`src/hdl/slk_pkg.sv`:
```
// Constants and types shared by the serial link receiver
package slk_pkg;

  // Frame layout: oldest bit of the window is the previous frame's low marker
  localparam int unsigned PAYLOAD_W    = 24;
  localparam int unsigned FRAME_BITS   = 28;
  localparam int unsigned WIN_W        = 29;
  localparam int unsigned POS_PREV_LOW = 28;
  localparam int unsigned POS_HIGH     = 27;
  localparam int unsigned POS_PAY_MSB  = 26;
  localparam int unsigned POS_PAY_LSB  = 3;
  localparam int unsigned POS_BAL      = 2;
  localparam int unsigned POS_INT      = 1;
  localparam int unsigned POS_LOW      = 0;

  // Bit counter marks within one frame
  localparam logic [4:0] LAST_BIT      = 5'h1B;
  localparam logic [4:0] FIRST_BIT     = 5'h00;
  localparam logic [4:0] RCLK_FALL_BIT = 5'h0E;

  // Consecutive good frames needed before lock, minus one
  localparam logic [2:0] LOCK_FRAMES_M1 = 3'h3;

  // Clock cycles without a link bit edge before an aligned link is given up
  localparam logic [7:0] BIT_GAP_MAX = 8'hFF;

  // Buffer between decoder and parallel outputs
  localparam int unsigned FIFO_DEPTH = 8;

  typedef enum logic [1:0] {
    ST_OFF   = 2'b00,
    ST_HUNT  = 2'b01,
    ST_ALIGN = 2'b10,
    ST_LOCK  = 2'b11
  } slk_state_type;

endpackage

```
`src/hdl/slk_rx.sv`:
```
// Serial link receiver: frame recovery, lock detection, buffering and parallel outputs
`timescale 1ns/10ps

module slk_fifo #(
  parameter int unsigned WIDTH = 24,
  parameter int unsigned DEPTH = 8
) (
  // Clock and reset
  input  wire logic             clk,
  input  wire logic             rst,
  input  wire logic             flush,
  // Fill side
  input  wire logic             in_valid,
  output logic                  in_ready,
  input  wire logic [WIDTH-1:0] in_data,
  // Drain side
  output logic                  out_valid,
  input  wire logic             out_ready,
  output logic [WIDTH-1:0]      out_data
);
  localparam int unsigned AW = $clog2(DEPTH);

  logic [WIDTH-1:0] mem [DEPTH];
  logic [AW-1:0]    wr_ptr_r;
  logic [AW-1:0]    rd_ptr_r;
  // Count is one bit wider so that full and empty stay apart
  logic [AW:0]      cnt_r;
  logic             do_wr;
  logic             do_rd;

  // Pointers wrap at DEPTH, which need not be a power of two
  function automatic logic [AW-1:0] ptr_inc(input logic [AW-1:0] p);
    ptr_inc = (p == AW'(DEPTH - 1)) ? '0 : AW'(p + 1'b1);
  endfunction

  assign in_ready  = (cnt_r != (AW+1)'(DEPTH));
  assign out_valid = (cnt_r != '0);
  assign out_data  = mem[rd_ptr_r];
  assign do_wr     = in_valid & in_ready;
  assign do_rd     = out_valid & out_ready;

  always_ff @(posedge clk) begin
    if (do_wr) begin
      mem[wr_ptr_r] <= in_data;
    end
  end

  always_ff @(posedge clk) begin
    if (rst || flush) begin
      wr_ptr_r <= '0;
      rd_ptr_r <= '0;
      cnt_r    <= '0;
    end else begin
      if (do_wr) begin
        wr_ptr_r <= ptr_inc(wr_ptr_r);
      end
      if (do_rd) begin
        rd_ptr_r <= ptr_inc(rd_ptr_r);
      end
      case ({do_wr, do_rd})
        2'b10:   cnt_r <= (AW+1)'(cnt_r + 1'b1);
        2'b01:   cnt_r <= (AW+1)'(cnt_r - 1'b1);
        default: cnt_r <= cnt_r;
      endcase
    end
  end
endmodule

module slk_rx (
  // Clock and reset
  input  wire logic        clk,
  input  wire logic        rst,
  // Serial link from the transmitter
  input  wire logic        link_bit_clock,
  input  wire logic        serial_input_pair,
  // Power and control pins
  input  wire logic        supply_ok,
  input  wire logic        receiver_power_down_n,
  // Consumer flow control
  input  wire logic        sink_ready,
  // Parallel outputs
  output logic [23:0]      parallel_data_out,
  output logic             parallel_out_en,
  output logic             recovered_clock_out,
  output logic             lock_flag
);
  logic                          lclk_s1_r;
  logic                          lclk_s2_r;
  logic                          lclk_s3_r;
  logic                          sdat_s1_r;
  logic                          sdat_s2_r;
  logic                          sok_s1_r;
  logic                          sok_s2_r;
  logic                          pdn_s1_r;
  logic                          pdn_s2_r;
  logic                          run;
  logic                          bit_edge;
  logic [slk_pkg::WIN_W-1:0]     win_r;
  logic [slk_pkg::WIN_W-1:0]     win_nxt;
  logic                          win_ok;
  slk_pkg::slk_state_type        st_r;
  logic [4:0]                    bit_cnt_r;
  logic [2:0]                    good_cnt_r;
  logic                          frame_end;
  logic                          frame_start;
  logic                          push;
  logic                          pop;
  logic                          overflow;
  logic [slk_pkg::PAYLOAD_W-1:0] word;
  logic                          fifo_in_ready;
  logic                          fifo_out_valid;
  logic [slk_pkg::PAYLOAD_W-1:0] fifo_out_data;
  logic [7:0]                    gap_cnt_r;
  logic                          gap_hit;

  // Marker pair frames the rising embedded clock edge; parity covers payload and balance bit
  function automatic logic frame_ok(input logic [slk_pkg::WIN_W-1:0] w);
    frame_ok = (w[slk_pkg::POS_PREV_LOW] == 1'b0) && (w[slk_pkg::POS_HIGH] == 1'b1) &&
               (w[slk_pkg::POS_LOW] == 1'b0) &&
               ((^w[slk_pkg::POS_PAY_MSB:slk_pkg::POS_INT]) == 1'b0);
  endfunction

  // One bit position of the frame, seen at the edge that takes that bit
  function automatic logic at_bit(input logic seen, input logic [4:0] cnt, input logic [4:0] mark);
    at_bit = seen && (cnt == mark);
  endfunction

  // Link clock and serial data each pass two flops; s3 only follows s2 for edge finding
  always_ff @(posedge clk) begin
    if (rst) begin
      lclk_s1_r <= 1'b0;
      lclk_s2_r <= 1'b0;
      lclk_s3_r <= 1'b0;
      sdat_s1_r <= 1'b0;
      sdat_s2_r <= 1'b0;
    end else begin
      lclk_s1_r <= link_bit_clock;
      lclk_s2_r <= lclk_s1_r;
      lclk_s3_r <= lclk_s2_r;
      sdat_s1_r <= serial_input_pair;
      sdat_s2_r <= sdat_s1_r;
    end
  end

  // Supply and power-down pins, synchronised the same way
  always_ff @(posedge clk) begin
    if (rst) begin
      sok_s1_r  <= 1'b0;
      sok_s2_r  <= 1'b0;
      pdn_s1_r  <= 1'b0;
      pdn_s2_r  <= 1'b0;
    end else begin
      sok_s1_r  <= supply_ok;
      sok_s2_r  <= sok_s1_r;
      pdn_s1_r  <= receiver_power_down_n;
      pdn_s2_r  <= pdn_s1_r;
    end
  end

  // Losing either supply or power-down enable is a full restart of acquisition
  assign run      = sok_s2_r & pdn_s2_r;
  assign bit_edge = lclk_s2_r & ~lclk_s3_r;
  assign win_nxt  = {win_r[slk_pkg::WIN_W-2:0], sdat_s2_r};
  assign win_ok   = frame_ok(win_nxt);

  always_ff @(posedge clk) begin
    if (rst || !run) begin
      win_r <= '0;
    end else if (bit_edge) begin
      win_r <= win_nxt;
    end
  end

  // A silent line (transmitter off or unplugged) never fails a frame check,
  // so a bit edge overdue by this many cycles counts as a missing clock edge
  always_ff @(posedge clk) begin
    if (rst || !run || bit_edge) begin
      gap_cnt_r <= 8'h00;
    end else if (!gap_hit) begin
      gap_cnt_r <= 8'(gap_cnt_r + 1'b1);
    end
  end

  assign gap_hit     = (gap_cnt_r == slk_pkg::BIT_GAP_MAX);
  assign frame_end   = at_bit(bit_edge, bit_cnt_r, slk_pkg::LAST_BIT) &&
                       ((st_r == slk_pkg::ST_ALIGN) || (st_r == slk_pkg::ST_LOCK));
  assign frame_start = at_bit(bit_edge, bit_cnt_r, slk_pkg::FIRST_BIT) && (st_r == slk_pkg::ST_LOCK);
  assign push        = frame_end && win_ok && (st_r == slk_pkg::ST_LOCK);
  // A full buffer cannot take the word; losing lock beats handing out a gap in the stream
  assign overflow    = push && !fifo_in_ready;
  // sink_ready is already on this clock, so it needs no synchroniser
  assign pop         = frame_start && fifo_out_valid && sink_ready;
  // Undo the transmitter's inversion choice
  assign word        = win_nxt[slk_pkg::POS_BAL] ? ~win_nxt[slk_pkg::POS_PAY_MSB:slk_pkg::POS_PAY_LSB]
                                                 : win_nxt[slk_pkg::POS_PAY_MSB:slk_pkg::POS_PAY_LSB];

  // Acquisition needs no reference and no special pattern: any frame with valid
  // markers and parity seeds alignment, which relies on the far end having locked
  // and sending ordinary data. Lock takes a few frames, far below the 50 ms bound.
  always_ff @(posedge clk) begin
    if (rst || !run) begin
      st_r       <= slk_pkg::ST_OFF;
      bit_cnt_r  <= slk_pkg::FIRST_BIT;
      good_cnt_r <= 3'h0;
    end else begin
      case (st_r)
        slk_pkg::ST_OFF: begin
          st_r <= slk_pkg::ST_HUNT;
        end
        slk_pkg::ST_HUNT: begin
          if (bit_edge && win_ok) begin
            st_r       <= slk_pkg::ST_ALIGN;
            bit_cnt_r  <= slk_pkg::FIRST_BIT;
            good_cnt_r <= 3'h0;
          end
        end
        slk_pkg::ST_ALIGN, slk_pkg::ST_LOCK: begin
          if (overflow) begin
            st_r <= slk_pkg::ST_HUNT;
          end else if (gap_hit) begin
            st_r <= slk_pkg::ST_HUNT;
          end else if (bit_edge) begin
            if (bit_cnt_r == slk_pkg::LAST_BIT) begin
              bit_cnt_r <= slk_pkg::FIRST_BIT;
              if (!win_ok) begin
                st_r <= slk_pkg::ST_HUNT;
              end else if (st_r == slk_pkg::ST_ALIGN) begin
                if (good_cnt_r == slk_pkg::LOCK_FRAMES_M1) begin
                  st_r <= slk_pkg::ST_LOCK;
                end else begin
                  good_cnt_r <= 3'(good_cnt_r + 1'b1);
                end
              end
            end else begin
              bit_cnt_r <= 5'(bit_cnt_r + 1'b1);
            end
          end
        end
        default: begin
          st_r <= slk_pkg::ST_OFF;
        end
      endcase
    end
  end

  // Absorbs consumer stalls; a word lost to a full buffer costs the lock
  slk_fifo #(
    .WIDTH (slk_pkg::PAYLOAD_W),
    .DEPTH (slk_pkg::FIFO_DEPTH)
  ) u_fifo (
    .clk       (clk),
    .rst       (rst),
    .flush     (st_r != slk_pkg::ST_LOCK),
    .in_valid  (push),
    .in_ready  (fifo_in_ready),
    .in_data   (word),
    .out_valid (fifo_out_valid),
    .out_ready (pop),
    .out_data  (fifo_out_data)
  );

  // New words and recovered clock rises come only at frame starts, so while sink_ready stays high the recovered clock period is one frame
  always_ff @(posedge clk) begin
    if (rst || (st_r != slk_pkg::ST_LOCK) || overflow) begin
      parallel_data_out   <= '0;
      parallel_out_en     <= 1'b0;
      recovered_clock_out <= 1'b0;
      lock_flag           <= 1'b0;
    end else if (pop) begin
      parallel_data_out   <= fifo_out_data;
      parallel_out_en     <= 1'b1;
      recovered_clock_out <= 1'b1;
      lock_flag           <= 1'b1;
    end else if (at_bit(bit_edge, bit_cnt_r, slk_pkg::RCLK_FALL_BIT)) begin
      // Falling halfway through the frame keeps the duty cycle near one half
      recovered_clock_out <= 1'b0;
    end
  end

endmodule

```
`config.mk`:
```
export PLATFORM = sky130hd
export DESIGN_NAME = slk_rx
export DESIGN_NICKNAME = d
export VERILOG_FILES = /design/src/hdl/slk_pkg.sv /design/src/hdl/slk_rx.sv
export SDC_FILE = /design/constraint.sdc
export NUM_CORES = 1
export LEC_CHECK = 0
export ABC_CLOCK_PERIOD_IN_PS = 15700
export BUFFER_PORTS_ARGS = -buffer_cell sky130_fd_sc_hd__buf_2
export CAP_MARGIN = 20
export CORE_MARGIN = 2
export CORE_UTILIZATION = 40
export DETAILED_ROUTE_END_ITERATION = 16
export PLACE_DENSITY = 0.53
export SLEW_MARGIN = 0
export SYNTH_ARGS = -nofsm -noshare
export SYNTH_HDL_FRONTEND = slang
export SYNTH_SLANG_ARGS = --single-unit
export TNS_END_PERCENT = 30
```
`constraint.sdc`:
```
create_clock -name clk -period 15.7 [get_ports clk]
set_input_delay 0 -clock clk [delete_from_list [all_inputs] [get_ports clk]]
set_output_delay 0 -clock clk [all_outputs]
set_load 0.01 [all_outputs]
```
Word-level counts from Yosys, hierarchy flattened. Memories as Yosys holds them, arrays and structs flattened. A register that Yosys moved wholly into a read port is not among the register bits. Cells that the tools add are included.

Flip-flop bits (word level): 67. RAM bits: 192. Bits of input ports: 7. Output and inout bits: 27. Logic and storage cells: 125. Memories: 1.

$add $sub $neg: 7. Equality and inequality tests: 25. Multiplexer cells: 32. Bitwise logic cells: 9. Reduce and logical (&&, ||, !) cells: 32.

Memories: u_fifo.mem (words 8, width 24, rd ports 1, clocked after memory_dff 1, wr ports 1, line slk_rx.sv:23) `logic [WIDTH-1:0] mem [DEPTH];`.

Operators with widths (count): 3-bit two-way mux (10); 26-bit parity (1); 5-bit two-way mux (5); 24-bit two-way mux (1); 24-bit inverter (1); 2-bit inequality test, second input constant (9); 2-bit two-way mux (8); 1-bit logical AND (14); 4-bit inequality test, second input constant (3); 5-bit inequality test, second input constant (2); 5-bit case mux with 2 select lines (1); 5-bit AND reduction (2); 3-bit by 1-bit adder with 3-bit output, second input constant (3); 9-bit AND reduction (1); 8-bit by 1-bit adder with 8-bit output, second input constant (1); 8-bit equality test, second input constant (1); 4-bit case mux with 2 select lines (1); 2-bit equality test, second input constant (3); 3-bit equality test, second input constant (2); 2-bit case mux with 3 select lines (1); 3-bit case mux with 2 select lines (1); 2-bit nonzero test (3); 5-bit by 1-bit adder with 5-bit output, second input constant (1); 5-bit by 4-bit equality test with 1-bit output, second input constant (1); other kinds (14) (29).

Longest topological paths before layout.
Depth in word-level cells: 10. Gate-level depth with buffers: 13. Mapped depth without buffers: 13.

Hierarchy. Synthesis repeated with hierarchy kept, for this count alone.

Cell total of the unflattened synthesis: 759. Area total of the unflattened synthesis: 11574.9 um^2.

Modules (own cells, without submodules): slk_fifo (times used 1, cells an instance 356, area each 7967.6 um^2, sequential area each 6025.8 um^2); slk_rx (times used 1, cells an instance 403, area each 3607.2 um^2, sequential area each 1621.6 um^2).

Worst setup path before layout. No wires, ideal clock.

Path kind: flip-flop to flip-flop. From: register win_r[10] (netlist bit). To: memory u_fifo.mem[2][0] (enable). Library setup time: 475 ps. Arrival time: 4453 ps. Data required time: 15225 ps. Slack: 10772 ps. Stages on the path, launching flop included: 8. Buffers on the path: 0. Clock period less this slack: 4928 ps. Path through: dfxtp_1 > xnor2_1 > xnor2_1 > xnor3_1 > xnor3_2 > nor2_2 > nand3_2 > nor4b_1.

Cells in the longest elaborated chain, start to end: 8.

RTL lines: from (decl) (line slk_rx.sv:98) `logic [slk_pkg::WIN_W-1:0] win_r;`; from (signal assigned) (line slk_rx.sv:170) `win_r <= win_nxt;`; 26-bit parity (line slk_rx.sv:120) `((^w[slk_pkg::POS_PAY_MSB:slk_pkg::POS_INT]) == 1'b0);`; 1-bit inverter (line slk_rx.sv:120); 1-bit logical AND (line slk_rx.sv:119) `(w[slk_pkg::POS_LOW] == 1'b0) &&`; 1-bit logical AND (2 in a row) (line slk_rx.sv:188) `assign push = frame_end && win_ok && (st_r == slk_pkg::ST_LOCK);`; 1-bit bitwise AND (line slk_rx.sv:39) `assign do_wr = in_valid & in_ready;`; 1-bit two-way mux (line slk_rx.sv:43) `if (do_wr) begin`; 1-bit two-way mux (implied by the code) (line slk_rx.sv:44) `mem[wr_ptr_r] <= in_data;`; to (decl) (line slk_rx.sv:23).

Every way passes these cells.

Final worst setup path.
From: register win_r[10] (netlist bit). To: register u_fifo.cnt_r[2].

Cells in the longest elaborated chain, start to end: 8. Elaborated cells on any way between the ends: 10. Those cells by class: eq/ne: 2; mux: 1; bitwise: 2; reduce/logical: 5.

RTL lines: 26-bit parity (*) (line slk_rx.sv:120); 1-bit inverter (*) (line slk_rx.sv:120); 1-bit logical AND (*) (line slk_rx.sv:119); 1-bit logical AND (*) (2 in a row) (line slk_rx.sv:188); 1-bit bitwise AND (*) (line slk_rx.sv:39); 2-bit by 1-bit equality test with 1-bit output or 2-bit equality test (tied branches) (line slk_rx.sv:60) `case ({do_wr, do_rd})`; 4-bit case mux with 2 select lines or 2-bit nonzero test (tied branches); to (signal assigned) (line slk_rx.sv:61) `2'b10: cnt_r <= (AW+1)'(cnt_r + 1'b1);`; to (signal assigned) (line slk_rx.sv:62) `2'b01: cnt_r <= (AW+1)'(cnt_r - 1'b1);`; to (signal assigned) (line slk_rx.sv:63) `default: cnt_r <= cnt_r;`; to (decl) (line slk_rx.sv:27) `logic [AW:0] cnt_r;`.

Every way passes the cells marked *; elsewhere a longest branch is shown, timed or not. A chain may end at the register's enable or synchronous reset.

==> impl_metrics.yaml <==
sta:
  setup_viol: 0
  fmax_mhz: 278
  period_share_pct: 22.9
  max_slew_margin_pct: 34.1
  rsz0062_at_grt: "no"
  fin_worst_skew_ps: 21.6
  setup_tns_ps: 0
  worst_pin_slew_ps: 988
  hold_violations: 0
  hold_ws_ps: 175
  period_minus_slack_ps: 3590
  slew_viol_final: 0
setup_path:
  cp.required_ps: 16170
  cp-end-kind: "flip-flop"
  r2r_cells: 13
  cpPeakStageDelay_ps: 430
  crit_chain: "xnor2_1 > xnor2_1 > xnor3_1 > xnor3_2 > nor2_2 > nand3_2 > ha_1 > xor2_1 > ha_1 > a21oi_1 > xor2_1 > or3_1 > a21oi_1"
  startpoint_type: "flip-flop"
  crit_arrival_ps: 4070
  crit_type: "reg -> reg"
  path_max_fanout: 11
  crit_slowest_cell: "xnor3_2"
detailed_routing:
  ant_nets: 0
  wl_per_cell_um: 18.5
  wirelength_mm: 22.2
  routed_via_density: 5.15
  num_vias: 6189
  drcViolationCount: 0
  drt_iter0_markers: 393
  drt-pass1-iter-count: 4
power:
  p_leak_nw: 4.32
  power_density_nw_per_um2: 115
  p_total_mw: 1.49
  ir_drop_mv: 0.0916
run_status:
  status: "complete, no violations"
final_layout:
  nFillCells: 2423
  finalNonFillerCells: 1202
  area_growth_pct: 15.7
  drive_gt1_share_pct: 20.4
  fin_nets: 820
  antenna_cells: 0
floorplanning:
  fp.dieH_um: 171
  coreArea_um2: 27700
  ios: 34
  die_x_um: 171
  rows: 61
  start_util_pct: 40.5
  die_area_um2: 29400
yosys:
  ys_ff_latch: 283
  synth_area_um2: 11200
  synth_area_per_cell_um2: 15.0
  synth_top_area_share_pct: 51.4
  yosysSeqAreaShare_pct: 67.6
  ys_top_cells_by_area: "edfxtp_1, dfxtp_1, mux4_2"
  syn_nets: 769
  synth.largest_area_cell: "edfxtp_1"
  synthCells: 749
  synth_cell_type_count: 45
  ys_warn_count: 0
clocking:
  clk_pin_slew_ps: 60
  clock_sinks: 283
  cts.path.max_buffers: 3
  post_cts_resized: 0
  cts_tree: "yes"
  h-tree-depth: 1
  post_cts_buffers: 0
  clock-root-buffer: "clkbuf_16"
  insertion_delay_ps: 550
  cts_buffers: 30
worst_hold_path:
  min_path_type: "in -> reg"
  hold_path_depth: 6
flow_run:
  maxCapViolCount: 0
place:
  dp.cells: 1137
  io_buffers: 33
  dp_hpwl_mm: 12.8
  gp_congestion: 0.732
global_routing:
  grt_pass1_wl_mm: 34.8
  track_usage_pct: 15.5
  grt_overflow: 0
  grt_pass1_vias: 6350
  antenna_found_initial: 0
  grt_max_degree: 51
-- final cells by class --
type,count,area (um^2),area share [%]
clock buffers,53,988,7.61
clock inverters,3,15.0,0.116
inverters,6,22.5,0.173
multi-input cells,419,3510,27.0
flip-flops and latches,283,7590,58.5
well taps,378,473,3.64
repair buffers,60,390,3.01
-- report_power, final --
part	switching (mW)	internal (mW)
combinational	0.00353	0.00300
clock	0.273	0.421
sequential	0.000365	0.787
-- sequential cells by signal, indices dropped and copies added, names as in the netlist, 3 cells and up --
register and cells:
u_fifo.rd_ptr_r 3, good_cnt_r 3, win_r 28, bit_cnt_r 5, gap_cnt_r 8, u_fifo.mem 192
u_fifo.cnt_r 4, u_fifo.wr_ptr_r 3, parallel_data_out 24
-- worst max-delay path, delay by kind of cell (launching register included) --
family,cells,cell delay (ps)
flip-flops,1,400
XOR/XNOR,6,1430
AO/OA/AOI/OAI,2,300
adder cells (fa/ha/maj),2,570
AND/OR/NAND/NOR,3,820
-- kinds of logic after synthesis --
logic type	after synthesis	share of synthesized area, %
adders and majority gates	13	1.45
xor gates and xnor gates	54	4.47
buffers and inverters	47	1.65
and+or+nand+nor	186	7.80
AOI/OAI and AO/OA	88	4.71
muxes	78	12.3
DFF	283	67.6
-- cell usage in the layout (no fill, tap or decap), types with 2 or more instances in the layout --
master         count
edfxtp_1         192
dfxtp_1           89
nand2_1           73
nor2_1            51
mux4_2            48
a21oi_1           46
buf_2             33
xor2_1            32
clkbuf_16         31
mux2i_1           30
a211oi_1          25
xnor2_1           20
buf_4             18
ha_1              13
clkbuf_8          13
nor2b_1           10
o21ai_0            9
clkbuf_1           9
dlygate4sd3_1      9
inv_1              6
nand4_1            6
or2_2              5
nor3_1             4
nand3_1            4
or3_1              4
or4_1              3
and3_1             3
clkinv_2           3
nand2b_1           2
nor4b_2            2
nor3_2             2
nor3b_2            2
a31oi_1            2
nor4bb_1           2
o2bb2ai_1          2
-- synthesized netlist by cell type (all sizes together) --
master	n
xor2	32
a41o	1
o22ai	1
inv	6
nor3b	3
xnor2	20
buf	10
mux2i	30
nor4	3
nor4bb	2
clkbuf	31
xnor3	2
edfxtp	192
a31o	1
nand4	6
or3	4
nor2b	11
nor3	6
and2	1
or4	3
and3	3
nand3	5
o32a	1
nor2	53
o21ai	9
a211oi	25
or3b	1
nor4b	3
nand2b	2
nand2	73
ha	13
mux4	48
or2	6
a21oi	46
o2bb2ai	2
a31oi	2
dfxtp	91
nand4b	1
-- through the flow --
step / setup WS (ps) / cell area [um^2] / util [%]
final: 12110 / 13000 / 46.9
after global routing: 11870 / 13000 / 46.9
after CTS: 12110 / 13000 / 46.9
after detailed placement: 12130 / 11900 / 42.9
after global placement: 12230 / 11900 / 42.9
after floorplan: 10770 / 11200 / -
-- path summary, 6_finish.rpt --
kind	from	end	slack, ps
setup / recovery	win_r[10]$_SDFFE_PP0P_	u_fifo.cnt_r[2]$_SDFFE_PP0P_	12110
hold / removal	sink_ready	parallel_data_out[5]$_SDFFE_PP0P_	170
setup reg to reg	win_r[10]$_SDFFE_PP0P_	u_fifo.cnt_r[2]$_SDFFE_PP0P_	12110
hold reg to reg	lclk_s1_r$_SDFF_PP0_	lclk_s2_r$_SDFF_PP0_	430
-- timing repair --
action                                  4_1_cts  5_1_grt
hold buffers                                  9        0
endpoints found under the hold margin         9        0
endpoints found under the setup margin        0        0
-- metal layers --
metal | share of wire [%] | GRT usage (%) | vias up
li1 | - | - | 2916
met1 | 42 | 19.6 | 3121
met2 | 51 | 27.2 | 108
met3 | 4.3 | 2.51 | 44
met4 | 2.7 | 5.16 | 0
met5 | 0 | 0 | -
No activity file was read; power rests on OpenSTA's default activity.
